**config.mk**
```make
export PLATFORM = sky130hd
export DESIGN_NAME = rbt_top
export DESIGN_NICKNAME = d
export VERILOG_FILES = /design/src/inc/rbt_pkg.sv /design/src/hw/rbt_channel.sv /design/src/hw/rbt_fifo.sv /design/src/hw/rbt_top.sv
export SDC_FILE = /design/constraint.sdc
export NUM_CORES = 1
export LEC_CHECK = 0
export BUFFER_PORTS_ARGS = -buffer_cell sky130_fd_sc_hd__buf_4
export CORE_ASPECT_RATIO = 1.5
export CORE_MARGIN = 3
export CORE_UTILIZATION = 45
export CTS_CLUSTER_SIZE = 25
export DETAILED_ROUTE_END_ITERATION = 10
export GPL_ROUTABILITY_DRIVEN = 1
export SKIP_CTS_REPAIR_TIMING = 1
export SYNTH_ARGS = -nofsm -noshare
export SYNTH_HDL_FRONTEND = slang
export SYNTH_HIERARCHICAL = 1
export SYNTH_SLANG_ARGS = --single-unit
export TNS_END_PERCENT = 10
```
**constraint.sdc**
```tcl
create_clock -name clk_i -period 5.6 [get_ports clk_i]
set_clock_uncertainty 0.2 [all_clocks]
set_input_delay 1.12 -clock clk_i [delete_from_list [all_inputs] [get_ports clk_i]]
set_output_delay 1.12 -clock clk_i [all_outputs]
set_load 0.005 [all_outputs]
```
**src/inc/rbt_pkg.sv**
```systemverilog
/*
 * shared constants and carrier types of the registered bus transceiver:
 * register offsets, field positions, reset values and sizes.
 * assumes it is compiled before every design file that imports it.
 */
package rbt_pkg;

  // ****************************************
  // sizes
  // ****************************************
  localparam int unsigned RBT_CH_W = 8;        // width of one channel
  localparam int unsigned RBT_CH_N = 2;        // channels in the block
  localparam int unsigned RBT_LOG_DEPTH = 16;  // capture log depth in words
  localparam int unsigned RBT_LOG_W = 32;      // one log word, all stores
  localparam int unsigned RBT_CNT_W = 5;       // log fill count width

  // ****************************************
  // register map, byte addresses
  // ****************************************
  localparam logic [7:0] RBT_OFS_CTRL = 8'h00;   // control of both channels
  localparam logic [7:0] RBT_OFS_STORE = 8'h04;  // storage registers, read only
  localparam logic [7:0] RBT_OFS_LOG = 8'h08;    // log head, read pops
  localparam logic [7:0] RBT_OFS_LSTAT = 8'h0C;  // log status, w1c overflow

  // ****************************************
  // field positions and reset values
  // ****************************************
  localparam int unsigned RBT_CTL_BITS = 4;      // control bits per channel
  localparam int unsigned RBT_GANG_BIT = 8;      // ctrl: 16-bit joint mode
  localparam int unsigned RBT_EMPTY_BIT = 8;     // lstat: log empty
  localparam int unsigned RBT_FULL_BIT = 9;      // lstat: log full
  localparam int unsigned RBT_OVF_BIT = 16;      // lstat: capture dropped
  localparam logic [8:0] RBT_CTRL_RST = 9'h0_11; // both channels isolated

  // per-channel controls, lsb first: drive_en_n, dir, a_to_b, b_to_a select
  typedef struct packed {
    logic b_to_a_source_select;  // 1: stored b-side data onto a
    logic a_to_b_source_select;  // 1: stored a-side data onto b
    logic dir;                   // 1: drive b, 0: drive a
    logic drive_en_n;            // 1: isolation, no port driven
  } rbt_ctl_t;

endpackage : rbt_pkg

```
**src/hw/rbt_channel.sv**
```systemverilog
/*
 * one transceiver channel: two storage registers, edge detect on the
 * capture clock inputs, registered drive of the a and b ports.
 * assumes capture clock inputs are synchronous to clk_i.
 */
`timescale 1ns/10ps
module rbt_channel #(
  parameter int unsigned W = 8
) (
  input wire logic clk_i,
  input wire logic rst_i,
  input rbt_pkg::rbt_ctl_t ctl_i,
  input wire logic ab_cap_i,
  input wire logic ba_cap_i,
  input wire logic [W-1:0] a_in_i,
  input wire logic [W-1:0] b_in_i,
  output logic [W-1:0] a_out_o,
  output logic a_oe_o,
  output logic [W-1:0] b_out_o,
  output logic b_oe_o,
  output logic [W-1:0] ab_q_o,
  output logic [W-1:0] ba_q_o,
  output logic cap_o
);
  import rbt_pkg::*;

  if (W < 1) begin : g_bad_w
    $error("rbt_channel: W must be at least 1");
  end

  logic ab_prev_r, ba_prev_r;         // last capture clock levels
  logic ab_rise, ba_rise;             // capture edges this cycle
  logic [W-1:0] ab_r, ab_nxt;         // a-to-b storage
  logic [W-1:0] ba_r, ba_nxt;         // b-to-a storage
  logic [W-1:0] ao_r, ao_nxt, bo_r, bo_nxt;  // port drive values
  logic aoe_r, aoe_nxt, boe_r, boe_nxt;      // port drive enables
  logic cap_r;                        // a store happened last edge

  // ****************************************
  // capture and drive, next values
  // ****************************************
  always_comb begin
    ab_rise = ab_cap_i && !ab_prev_r;
    ba_rise = ba_cap_i && !ba_prev_r;
    // stores ignore drive enable and direction entirely
    ab_nxt = ab_rise ? a_in_i : ab_r;
    ba_nxt = ba_rise ? b_in_i : ba_r;
    // enables are exclusive by construction
    aoe_nxt = !ctl_i.drive_en_n && !ctl_i.dir;
    boe_nxt = !ctl_i.drive_en_n && ctl_i.dir;
    // mux ahead of a flop: a select change never glitches the pin
    ao_nxt = ctl_i.b_to_a_source_select ? ba_r : b_in_i;
    bo_nxt = ctl_i.a_to_b_source_select ? ab_r : a_in_i;
  end

  // ****************************************
  // registers
  // ****************************************
  always_ff @(posedge clk_i) begin
    if (rst_i) begin
      ab_prev_r <= 1'b1;  // no false edge at reset release
      ba_prev_r <= 1'b1;
      ab_r <= '0;
      ba_r <= '0;
      ao_r <= '0;
      bo_r <= '0;
      aoe_r <= 1'b0;
      boe_r <= 1'b0;
      cap_r <= 1'b0;
    end else begin
      ab_prev_r <= ab_cap_i;
      ba_prev_r <= ba_cap_i;
      ab_r <= ab_nxt;
      ba_r <= ba_nxt;
      ao_r <= ao_nxt;
      bo_r <= bo_nxt;
      aoe_r <= aoe_nxt;
      boe_r <= boe_nxt;
      cap_r <= ab_rise || ba_rise;
    end
  end

  assign a_out_o = ao_r;
  assign a_oe_o = aoe_r;
  assign b_out_o = bo_r;
  assign b_oe_o = boe_r;
  assign ab_q_o = ab_r;
  assign ba_q_o = ba_r;
  assign cap_o = cap_r;
endmodule : rbt_channel

```
**src/hw/rbt_fifo.sv**
```systemverilog
/*
 * synchronous fifo with valid/ready on both sides and a fill count.
 * assumes one clock, synchronous active-high reset, depth a power of two.
 */
`timescale 1ns/10ps
module rbt_fifo #(
  parameter int unsigned WIDTH = 32,
  parameter int unsigned DEPTH = 16
) (
  input wire logic clk_i,
  input wire logic rst_i,
  input wire logic in_valid_i,
  output logic in_ready_o,
  input wire logic [WIDTH-1:0] in_data_i,
  output logic out_valid_o,
  input wire logic out_ready_i,
  output logic [WIDTH-1:0] out_data_o,
  output logic [$clog2(DEPTH):0] count_o
);
  import rbt_pkg::*;
  localparam int unsigned AW = $clog2(DEPTH);

  // pointer wrap relies on a power-of-two depth
  if (DEPTH < 2 || (DEPTH & (DEPTH - 1)) != 0) begin : g_bad_depth
    $error("rbt_fifo: DEPTH must be a power of two, at least 2");
  end

  logic [WIDTH-1:0] mem [DEPTH];  // storage array
  logic [AW-1:0] wr_r, wr_nxt;    // write pointer
  logic [AW-1:0] rd_r, rd_nxt;    // read pointer
  logic [AW:0] cnt_r, cnt_nxt;    // words held
  logic push, pop;                // accepted transfers

  // ****************************************
  // next pointers and count
  // ****************************************
  always_comb begin
    push = in_valid_i && in_ready_o;
    pop = out_valid_o && out_ready_i;
    wr_nxt = push ? wr_r + 1'b1 : wr_r;
    rd_nxt = pop ? rd_r + 1'b1 : rd_r;
    cnt_nxt = cnt_r + {{AW{1'b0}}, push} - {{AW{1'b0}}, pop};
  end

  // ****************************************
  // registers
  // ****************************************
  always_ff @(posedge clk_i) begin
    if (rst_i) begin
      wr_r <= '0;
      rd_r <= '0;
      cnt_r <= '0;
    end else begin
      wr_r <= wr_nxt;
      rd_r <= rd_nxt;
      cnt_r <= cnt_nxt;
    end
    if (push) begin
      mem[wr_r] <= in_data_i;  // data needs no reset
    end
  end

  // honest flags straight from the count
  assign in_ready_o = (cnt_r != DEPTH[AW:0]);
  assign out_valid_o = (cnt_r != '0);
  assign out_data_o = mem[rd_r];
  assign count_o = cnt_r;
endmodule : rbt_fifo

```
**src/hw/rbt_top.sv**
```systemverilog
/*
 * registered bus transceiver, two 8-bit channels or one 16-bit unit,
 * with a wishbone classic slave for control and a capture log fifo.
 * assumes port inputs and capture clock inputs are synchronous to clk_i
 * and that pad logic resolves pins from the output enables.
 */
// Overview of operation
// - two 8-bit channels, or ganged as sixteen
// - each register stores on its capture rising edge
// - stores happen whatever enable and direction say
// - driving one port, inputs still storable anywhere
// - selects pick live or stored data per direction
// - select change gives no output glitch
// - enabled: direction chooses which bus is driven
// - disabled: no port driven, storage still works
// - a channel never drives both buses at once
// - enabled, dir low, select low: live b onto a
// - enabled, dir low, select high: stored b onto a
// - enabled, dir high, select low: live a onto b
// - enabled, dir high, select high: stored a onto b
`timescale 1ns/10ps
module rbt_top #(
  parameter int unsigned CH_W = rbt_pkg::RBT_CH_W,
  parameter int unsigned LOG_DEPTH = rbt_pkg::RBT_LOG_DEPTH
) (
  input wire logic clk_i,
  input wire logic rst_i,
  input wire logic wb_cyc_i,
  input wire logic wb_stb_i,
  input wire logic wb_we_i,
  input wire logic [7:0] wb_adr_i,
  input wire logic [3:0] wb_sel_i,
  input wire logic [31:0] wb_dat_i,
  output logic [31:0] wb_dat_o,
  output logic wb_ack_o,
  input wire logic [1:0] a_to_b_capture_clk_i,
  input wire logic [1:0] b_to_a_capture_clk_i,
  input wire logic [2*CH_W-1:0] port_a_in_i,
  output logic [2*CH_W-1:0] port_a_out_o,
  output logic [1:0] port_a_oe_o,
  input wire logic [2*CH_W-1:0] port_b_in_i,
  output logic [2*CH_W-1:0] port_b_out_o,
  output logic [1:0] port_b_oe_o,
  output logic log_ready_o
);
  import rbt_pkg::*;

  // the log word packs all four stores, so the channel width is fixed
  if (CH_W != RBT_CH_W || LOG_DEPTH != RBT_LOG_DEPTH) begin : g_bad_par
    $error("rbt_top: CH_W and LOG_DEPTH must match the package sizes");
  end

  // ****************************************
  // declarations
  // ****************************************
  logic [8:0] ctrl_r, ctrl_nxt;        // per-channel controls and gang bit
  logic ack_r, ack_nxt;                // bus answer
  logic [31:0] dat_r, dat_nxt;         // bus read data
  logic ovf_r, ovf_nxt;                // sticky: capture log overflowed
  logic lrdy_r;                        // registered log ready
  logic req;                           // new bus request this cycle
  logic wr_ctrl, rd_log, clr_ovf;      // decoded actions
  rbt_ctl_t ctl [RBT_CH_N];            // controls seen by each channel
  logic [1:0] ab_cap, ba_cap;          // capture inputs per channel
  logic [CH_W-1:0] ab_q [RBT_CH_N];    // a-to-b stores
  logic [CH_W-1:0] ba_q [RBT_CH_N];    // b-to-a stores
  logic [1:0] cap;                     // store pulses per channel
  logic [RBT_LOG_W-1:0] log_in;        // snapshot pushed to the log
  logic [RBT_LOG_W-1:0] log_out;       // log head
  logic log_push, log_in_rdy;          // fill side
  logic log_valid;                     // drain side
  logic [RBT_CNT_W-1:0] log_cnt;       // words held

  // ****************************************
  // channel controls, gang mode
  // ****************************************
  // in gang mode channel 1 follows channel 0 controls and clocks
  always_comb begin
    ctl[0] = rbt_ctl_t'(ctrl_r[RBT_CTL_BITS-1:0]);
    ctl[1] = ctrl_r[RBT_GANG_BIT] ? ctl[0]
                                  : rbt_ctl_t'(ctrl_r[2*RBT_CTL_BITS-1:RBT_CTL_BITS]);
    ab_cap[0] = a_to_b_capture_clk_i[0];
    ba_cap[0] = b_to_a_capture_clk_i[0];
    ab_cap[1] = ctrl_r[RBT_GANG_BIT] ? a_to_b_capture_clk_i[0]
                                     : a_to_b_capture_clk_i[1];
    ba_cap[1] = ctrl_r[RBT_GANG_BIT] ? b_to_a_capture_clk_i[0]
                                     : b_to_a_capture_clk_i[1];
  end

  // ****************************************
  // the two channels
  // ****************************************
  for (genvar c = 0; c < RBT_CH_N; c++) begin : g_ch
    rbt_channel #(
      .W(CH_W)
    ) u_ch (
      .clk_i(clk_i),
      .rst_i(rst_i),
      .ctl_i(ctl[c]),
      .ab_cap_i(ab_cap[c]),
      .ba_cap_i(ba_cap[c]),
      .a_in_i(port_a_in_i[c*CH_W +: CH_W]),
      .b_in_i(port_b_in_i[c*CH_W +: CH_W]),
      .a_out_o(port_a_out_o[c*CH_W +: CH_W]),
      .a_oe_o(port_a_oe_o[c]),
      .b_out_o(port_b_out_o[c*CH_W +: CH_W]),
      .b_oe_o(port_b_oe_o[c]),
      .ab_q_o(ab_q[c]),
      .ba_q_o(ba_q[c]),
      .cap_o(cap[c])
    );
  end

  // ****************************************
  // capture log
  // ****************************************
  // a store pulse pushes the updated snapshot of all four registers;
  // stores are never blocked, so a full log drops the word instead
  assign log_push = |cap;
  assign log_in = {ba_q[1], ab_q[1], ba_q[0], ab_q[0]};

  rbt_fifo #(
    .WIDTH(RBT_LOG_W),
    .DEPTH(LOG_DEPTH)
  ) u_log (
    .clk_i(clk_i),
    .rst_i(rst_i),
    .in_valid_i(log_push),
    .in_ready_o(log_in_rdy),
    .in_data_i(log_in),
    .out_valid_o(log_valid),
    .out_ready_i(rd_log),
    .out_data_o(log_out),
    .count_o(log_cnt)
  );

  // ****************************************
  // wishbone slave, next values
  // ****************************************
  // answer one cycle after the request; a request held past its ack is answered again every second cycle
  always_comb begin
    req = wb_cyc_i && wb_stb_i && !ack_r;
    ack_nxt = req;
    wr_ctrl = req && wb_we_i && (wb_adr_i == RBT_OFS_CTRL);
    rd_log = req && !wb_we_i && (wb_adr_i == RBT_OFS_LOG) && log_valid;
    clr_ovf = req && wb_we_i && (wb_adr_i == RBT_OFS_LSTAT) && wb_sel_i[2]
              && wb_dat_i[RBT_OVF_BIT];
    // byte lanes: lane 0 per-channel bits, lane 1 gang bit
    ctrl_nxt = ctrl_r;
    if (wr_ctrl && wb_sel_i[0]) begin
      ctrl_nxt[7:0] = wb_dat_i[7:0];
    end
    if (wr_ctrl && wb_sel_i[1]) begin
      ctrl_nxt[RBT_GANG_BIT] = wb_dat_i[RBT_GANG_BIT];
    end
    // a drop in the clearing cycle keeps the flag set
    ovf_nxt = (log_push && !log_in_rdy) || (ovf_r && !clr_ovf);
    // read mux; unmapped and write cycles answer zero
    dat_nxt = 32'h0000_0000;
    if (req && !wb_we_i) begin
      unique case (wb_adr_i)
        RBT_OFS_CTRL: dat_nxt = {23'h00_0000, ctrl_r};
        RBT_OFS_STORE: dat_nxt = log_in;
        RBT_OFS_LOG: dat_nxt = log_valid ? log_out : 32'h0000_0000;
        RBT_OFS_LSTAT: begin
          dat_nxt[RBT_CNT_W-1:0] = log_cnt;
          dat_nxt[RBT_EMPTY_BIT] = !log_valid;
          dat_nxt[RBT_FULL_BIT] = !log_in_rdy;
          dat_nxt[RBT_OVF_BIT] = ovf_r;
        end
        default: dat_nxt = 32'h0000_0000;
      endcase
    end
  end

  // ****************************************
  // wishbone slave, registers
  // ****************************************
  always_ff @(posedge clk_i) begin
    if (rst_i) begin
      ctrl_r <= RBT_CTRL_RST;
      ack_r <= 1'b0;
      dat_r <= 32'h0000_0000;
      ovf_r <= 1'b0;
      lrdy_r <= 1'b0;
    end else begin
      ctrl_r <= ctrl_nxt;
      ack_r <= ack_nxt;
      dat_r <= dat_nxt;
      ovf_r <= ovf_nxt;
      lrdy_r <= log_in_rdy;
    end
  end

  assign wb_ack_o = ack_r;
  assign wb_dat_o = dat_r;
  assign log_ready_o = lrdy_r;
endmodule : rbt_top

```
==> metrics.sh, run 1 <==
GRT_MAX_DEGREE=82
YS_TYPES=48
PLACE.DETAILED.INSTANCES=2133
POWER.STATIC_LEAKAGE_nW=9.21
YS_SEQ_ELEMENTS=647
CLOCK-ROOT-BUFFER='clkbuf_16'
CTS.SINKS=647
NUM_CTS_BUFFERS=59
CRIT_PATH_START='wb_adr_i[5]'
NETLIST_AREA_UM2=24900
POSTROUTEANTENNANETS=0
DIE_X_UM=198
LAYOUT-DRIVE-GT1-SHARE_PCT=26.1
IOPINCOUNT=155
MAXCAPVIOLATIONS=0
DPL-INSTANCE-AREA_UM2=26600
START_UTIL_PCT=45.9
FINALWORSTPATHREQUIREDPERIOD_PS=3860
FINALSETUPVIOLCOUNT=0
FINAL_MAX_SLEW_VIOL_COUNT=0
CORE.ROWCOUNT=104
FINAL_CORE_UTILIZATION_PCT=52.6
YOSYSTOPAREACELLSHARE_PCT=61.9
AVGSYNTHCELLAREA_UM2=18.2
CORE_BOX_AREA_UM2=54100
HOLD_PATH.STARTPOINT='u_log/rd_r[1]$_SDFFE_PP0N_'
REG2REG_LAUNCH_POINT='u_log/count_o[3]$_SDFF_PP0_'
PORT-BUFFER-COUNT=131
DIE-AREA_UM2=58100
FINAL.SETUP.WORST_SLACK_PS=1740
VIA_PER_INST=5.79
DP_WORST_SETUP_SLACK_PS=1150
PER_CELL_ROUTED_WIRE_LENGTH_UM=26.3
GRT.TOTAL_USAGE_PCT=20.6
FP.DIEH_UM=294
CTS_TREE='yes'
HIGHEST_NET_FANOUT_ALONG_THE_WORST_PATH=23
FINALNETCOUNT=1602
WORSTSKEWPAIRLATENCY_PS=620
SYNTH-ASYNC-RESET-RATIO_PCT=0
MAX_FREQ_GHz=0.259
SYNTH_FP_NETS=1463
FINAL_DESIGN_AREA_NO_FILL_UM2=28500
PATH_CLK_SLEW_PS=60
PEAK_SUPPLY_DROP_uV=236
SYNTH_AREA_LEADERS='edfxtp_1, mux4_2, dfxtp_1'
CTS-HTREE-LEVELS=2
PERIOD_SHARE_PCT=69.0
PLACED_WIRE_LENGTH_ESTIMATE_AFTER_DETAILED_PLACEMENT_MM=34.3
OUTCOME='finished, final reports clean'
YS.FLOP_TYPE='edfxtp_1'
TIMING_WORST_SETUP_PATH_TYPE='input port to register'
HOLD_CLASS='register to register'
SYN_INST=1366
DRCVIOLATIONCOUNT=0
GRT-OVFL-TOTAL=0
WORSTPATHARRIVAL_PS=4130
SYNTH_ENABLE_FLOP_CELLS=512
MAX-SLEW-MARGIN-REL_PCT=28.4
CRITICAL_PATH.STARTPOINT_TYPE='input port'
MAX_SLEW.WORST_PIN.SLEW_PS=1070
GRT_SETUP_UNREPAIRED='false'
VIA_COUNT_OF_THE_FIRST_GLOBAL_ROUTING_PASS=13500
TIMING.REG2REG.SETUP_SLACK_PS=1960
CTS_BUFFER_DEPTH=3
POWER_DENSITY_nW_PER_UM2=337
AREA_OVERHEAD_OF_THE_LAYOUT_RELATIVE_TO_SYNTHESIS_PCT=14.7
REPORT.FINAL.HOLD_VIOL_COUNT=0
FRACTION_OF_THE_YOSYS_AREA_TAKEN_BY_SEQUENTIAL_CELLS_PCT=72.7
FINALWEIGHTEDCONGESTION=0.785
DRT_INITIAL_VIOLATIONS=840
VIAS=13000
WIRE_LENGTH_OF_THE_FIRST_GLOBAL_ROUTING_PASS_MM=88.2
FINAL-INSTANCE-COUNT-EXCL-FILL=2244
WIRELENGTH_MM=59.1
FIRST_PASS_ITERS=5
TIMING.SETUP.TNS_PS=0
INITIAL_ANTENNA_VIOLATION_COUNT=0
YOSYS_WARNINGS=6
END_KIND='register'
CP_DATA_REQUIRED_TIME_PS=5870
YOSYS_TOP_CELL_BY_AREA='edfxtp_1'
-- layer usage --
metal / part of all wire [%] / track usage [%] / routed length (µm)
met2: 51 / 35.5 / 30200
met5: 0 / 0 / 0
met1: 41 / 27.0 / 24300
met4: 2.5 / 5.61 / 1450
met3: 5.4 / 3.81 / 3170
-- stage by stage --
| step | hold WS [ps] | power, mW |
|---|---|---|
| 5_1_grt | 310 | 9.93 |
| 2_1_floorplan | 252 | 5.61 |
| 3_3_place_gp | 278 | 5.77 |
| 4_1_cts | 290 | 9.68 |
| 6_report | 287 | 9.59 |
| 3_5_place_dp | 280 | 5.78 |
-- cells in the mapped netlist (4+ instances only) --
cell type  instances
nand4bb_1         33
a22oi_1           65
clkbuf_1          33
buf_6              4
nor4_1             4
o21ai_1           32
nor2_1            74
a211oi_1           8
and2_1            10
mux4_2           128
nor3b_1            6
buf_4             12
buf_2             24
edfxtp_1         512
nand2_1           43
nand3_1           11
ha_1              11
nor2b_1           15
a221oi_1           6
mux2_2             7
nand2b_1          49
a32oi_1           21
xor2_1             5
a21o_1             4
buf_1             12
a21oi_1            9
nor3_1             4
mux2i_1           46
inv_1             15
dfxtp_1          135
-- critical path, cell delays in order --
cell and delay (ps):
buf_4 120, nor4_4 380, nand3_1 140, buf_4 290
nor3b_1 440, nand2_1 180, inv_1 90, ha_1 220
inv_1 50, ha_1 150, inv_1 60, fa_1 410
nor2b_1 160, o21bai_1 110, a21oi_1 150, nor3b_1 60
-- layout by cell type, fill, tap and decap left out, drive strengths merged, types with 5 or more instances in the layout --
master   count
a221oi       6
o21ai       34
a32oi       21
mux2         7
nor2        74
xor2         5
nand4bb     33
mux4       128
dfxtp      135
nor2b       15
a21oi        9
mux2i       46
or2          5
a22oi       65
and2        10
bufinv       5
a211oi       8
inv         18
nand2b      49
clkbuf      75
buf        163
nor3b        6
edfxtp     512
nand3       11
ha          11
nand2       43
clkinv      23
nor4         5
-- power by group --
part / total, mW / internal (mW) / switching, mW
clock: 3.91 / 2.18 / 1.73
sequential: 5.30 / 5.23 / 0.0671
combinational: 0.381 / 0.162 / 0.218
total: 9.59 / 7.57 / 2.02
-- worst paths after layout --
path,cells after the start,endpoint
min,2,register
max reg2reg,16,u_log/count_o[4]$_SDFF_PP0_
max,16,u_log/count_o[4]$_SDFF_PP0_
min reg2reg,2,register
-- sequential cells by signal (all words and copies together) (netlist names), named ones only --
signal               cells
wb_dat_o                32
g_ch.u_ch/a_oe_o         2
g_ch.u_ch/ba_q_o        16
g_ch.u_ch/a_out_o       16
ovf_r                    1
g_ch.u_ch/b_oe_o         2
g_ch.u_ch/ab_q_o        16
u_log/wr_r               4
u_log/count_o            5
u_log/mem              512
g_ch.u_ch/ab_prev_r      2
log_ready_o              1
ctrl_r                   9
g_ch.u_ch/ba_prev_r      2
g_ch.u_ch/cap_o          2
wb_ack_o                 1
g_ch.u_ch/b_out_o       16
u_log/rd_r               4
-- cell type report --
type	instances	area, µm²
fill	4367	25600
multi-input combinational	619	6400
tap	689	862
sequential	647	18100
clock inverter	35	303
inverter	15	56.3
clock buffer	75	1550
timing repair buffer	163	1250
antenna	1	2.50
-- kinds of logic after synthesis --
logic type               Yosys count  share of synthesized area, %
AO/OA/AOI/OAI                    151                          4.29
XOR/XNOR                           7                         0.247
adder cells (fa/ha/maj)           12                         0.634
buffers and inverters            100                          1.93
flip-flops                       647                          72.7
multiplexers                     181                          13.8
AND/OR/NAND/NOR                  268                          6.39
(Power assumes the default switching activity.)
==> inputs of run 2 (changes only) <==
ABC_AREA = 1   (was unset)
clock period = 3.6 ns   (was 5.6 ns; I/O delays follow)
==> metrics.sh, run 2 <==
MAXCAPVIOLATIONS=0
SYNTHXORXNORAREAFRAC_PCT=0.0943
IOPINCOUNT=155
DP_WORST_SETUP_SLACK_PS=201
FINALSETUPVIOLCOUNT=0
MAX_FREQ_GHz=0.323
YS_TYPES=32
FINALWEIGHTEDCONGESTION=0.819
SEQUENTIAL_CELL_AREA_UM2=18100
POWER.STATIC_LEAKAGE_nW=13.7
CTS-HTREE-LEVELS=2
LAYOUT-DRIVE-GT1-SHARE_PCT=11.8
GRT.TOTAL_USAGE_PCT=21.9
ENDPOINT_OF_THE_WORST_HOLD_TIMING_PATH='ctrl_r[0]$_SDFFE_PP1P_'
SYNTH_FP_NETS=2984
CTS_BUFFER_DEPTH=3
MAX-SLEW-MARGIN-REL_PCT=21.0
WIRELENGTH_MM=71.9
FIRST_PASS_ITERS=5
AREA_OVERHEAD_OF_THE_LAYOUT_RELATIVE_TO_SYNTHESIS_PCT=13.9
END_KIND='register'
ANTENNADIODECOUNT=0
YS.FLOP_TYPE='edfxtp_1'
WORSTSKEWPAIRLATENCY_PS=620
MULTIINPUTGATEAREA_UM2=7210
WORSTHOLDPATHCELLS=3
CRITICAL_PATH.STARTPOINT_TYPE='register'
DIE-AREA_UM2=65000
MAX_FLOP_REGISTER='u_log/mem'
WORSTPATHARRIVAL_PS=3450
SYNTH_AREA_LEADERS='edfxtp_1, nand2_1, dfxtp_1'
SYNTH-COMPOUND-AREA-SHARE_PCT=1.51
SIMPLE_GATE_PORTION_OF_THE_SYNTHESIZED_AREA_PCT=23.3
DPL-INSTANCE-AREA_UM2=29700
CTS_TREE='yes'
CORE.ROWCOUNT=111
FP.DIEH_UM=311
HOLD_CLASS='input port to register'
GRT_SETUP_UNREPAIRED='false'
PATH_CLK_SLEW_PS=70
LAYOUT.CELLS.MOST_COMMON_LIST='nand2_1, edfxtp_1, inv_1'
PERIOD_SHARE_PCT=86.1
DRCVIOLATIONCOUNT=0
SYNTH_MOST_COMMON_CELL='nand2_1'
AVGSYNTHCELLAREA_UM2=9.65
MAX_SLEW.WORST_PIN.SLEW_PS=1180
FINALNETCOUNT=3097
POWER_DENSITY_nW_PER_UM2=488
VIA_PER_INST=5.08
WIRE_LENGTH_OF_THE_FIRST_GLOBAL_ROUTING_PASS_MM=110
NUM_CTS_BUFFERS=59
SYNTH_TOP_FAMILY_BY_AREA='simple AND/OR/NAND/NOR gates'
POSTROUTEANTENNANETS=0
TIMING.RR.END='u_log/count_o[4]$_SDFF_PP0_'
OUTCOME='finished, final reports clean'
PLACED_WIRE_LENGTH_ESTIMATE_AFTER_DETAILED_PLACEMENT_MM=40.5
REPORT.FINAL.HOLD_VIOL_COUNT=0
HOLD_PATH.STARTPOINT='wb_dat_i[0]'
PER_CELL_ROUTED_WIRE_LENGTH_UM=18.7
FINAL_DESIGN_AREA_NO_FILL_UM2=31700
CLOCK-ROOT-BUFFER='clkbuf_16'
INITIAL_ANTENNA_VIOLATION_COUNT=0
CORE_BOX_AREA_UM2=61200
START_UTIL_PCT=45.5
SYNTH_ENABLE_FLOP_CELLS=512
GRT_MAX_DEGREE=148
YOSYS_TOP_CELL_BY_AREA='edfxtp_1'
YS_SEQ_ELEMENTS=647
PORT-BUFFER-COUNT=131
CP_DATA_REQUIRED_TIME_PS=3950
DRT_INITIAL_VIOLATIONS=1306
FLIP_FLOP_COUNT_OF_THE_LARGEST_REGISTER_AFTER_LAYOUT=512
SYN_INST=2887
REG2REG_LAUNCH_POINT='u_log/count_o[3]$_SDFF_PP0_'
SYNTH-ASYNC-RESET-RATIO_PCT=0
SYNTH_FA_HA_AREA_SHARE_PCT=0.566
HIGHEST_NET_FANOUT_ALONG_THE_WORST_PATH=5
TIMING.REG2REG.SETUP_SLACK_PS=500
LAYOUT_COMMONEST_CELL='nand2_1'
SYNTH_COMMON_CELLS='nand2_1, edfxtp_1, inv_1'
GRT-OVFL-TOTAL=0
DIE_X_UM=209
FRACTION_OF_THE_YOSYS_AREA_TAKEN_BY_SEQUENTIAL_CELLS_PCT=64.9
TIMING_WORST_SETUP_PATH_TYPE='register to register'
VIAS=19500
TIMING.REG2REG.WORST_PATH_DEPTH=19
PEAK_SUPPLY_DROP_uV=329
YOSYS_WARNINGS=6
FILLCELLCOUNT=5362
FINALWORSTPATHREQUIREDPERIOD_PS=3100
MUXSHAREOFSYNTHAREA_PCT=0
CTS.SINKS=647
VIA_COUNT_OF_THE_FIRST_GLOBAL_ROUTING_PASS=19500
FINAL.SETUP.WORST_SLACK_PS=500
TIMING.SETUP.TNS_PS=0
NETLIST_AREA_UM2=27900
FINAL_MAX_SLEW_VIOL_COUNT=0
YOSYSTOPAREACELLSHARE_PCT=55.2
==> run 2: cell types whose count changed in the layout (fill, tap and decap cells not counted), moves of 28 or more <==
cell / before / now
nand2b_1: 49 / 0
nand2_1: 43 / 850
nand3_1: 11 / 433
a22oi_1: 65 / 0
nor2_1: 68 / 200
mux2i_1: 46 / 0
nand4bb_1: 33 / 0
inv_1: 15 / 468
o21ai_1: 32 / 4
o21ai_0: 2 / 36
mux4_2: 128 / 0
==> run 2: cell families after synthesis <==
logic type,after synthesis
buffers and inverters,613
adder cells (fa/ha/maj),12
flip-flops,647
AO/OA/AOI/OAI,69
XOR/XNOR,3
AND/OR/NAND/NOR,1543
==> run 2: cell type report <==
| class | instances | area share [%] |
|---|---|---|
| Sequential cell | 647 | 57.0 |
| Multi-Input combinational cell | 1627 | 22.7 |
| Inverter | 486 | 5.78 |
| Clock buffer | 75 | 5.10 |
| Timing Repair Buffer | 179 | 5.02 |
| Tap cell | 791 | 3.12 |
| Clock inverter | 37 | 1.28 |
==> run 2: where the power goes <==
group	total (mW)	internal, mW	switching, mW
combinational	0.610	0.230	0.379
clock	6.53	3.75	2.78
sequential	8.34	8.18	0.150
total	15.5	12.2	3.31
==> run 2: critical path, stage by stage (launching register included) <==
cell	delay [ps]
dfxtp_1	370
inv_1	90
ha_1	190
nand4_1	180
nand3_4	150
nor2_1	250
nand2_1	140
inv_1	110
ha_1	230
inv_1	60
ha_1	140
inv_1	60
fa_1	410
inv_1	70
nand2_1	60
nand2_1	50
a21oi_1	70
nand2_1	70
nand2_1	50
nor2_1	90
==> run 2: stage by stage <==
stage               hold WS, ps  utilization [%]  cells  power (mW)
floorplan                   233                -   2887        8.80
global placement            254             48.5   3730        9.09
detailed placement          284             48.5   3730        9.11
CTS                        70.4             51.8   3842        15.6
global route                102             51.8   3842        16.0
finish                      101             51.8   3842        15.5
==> run 2: worst max path at each step <==
| stage | startpoint | to | slack (ps) | cells past startpoint |
|---|---|---|---|---|
| after floorplan | u_log/count_o[2]$_SDFF_PP0_ | u_log/mem[0][0]$_DFFE_PP_ | 530 | 7 |
| after global placement | wb_adr_i[7] | u_log/count_o[4]$_SDFF_PP0_ | 190 | 20 |
| after detailed placement | wb_adr_i[7] | u_log/count_o[4]$_SDFF_PP0_ | 200 | 20 |
| after CTS | u_log/count_o[3]$_SDFF_PP0_ | u_log/count_o[4]$_SDFF_PP0_ | 500 | 19 |
| after global routing | u_log/count_o[2]$_SDFF_PP0_ | u_log/count_o[4]$_SDFF_PP0_ | 280 | 19 |
| final | u_log/count_o[3]$_SDFF_PP0_ | u_log/count_o[4]$_SDFF_PP0_ | 500 | 19 |
==> run 2: layer usage <==
| layer | global-route usage, % | share of wire, % | vias to the layer above |
|---|---|---|---|
| met4 | 9.08 | 4.1 | 0 |
| li1 | - | - | 9409 |
| met3 | 2.96 | 5.3 | 157 |
| met5 | 0 | 0 | - |
| met1 | 25.8 | 39 | 9327 |
| met2 | 39.7 | 51 | 615 |
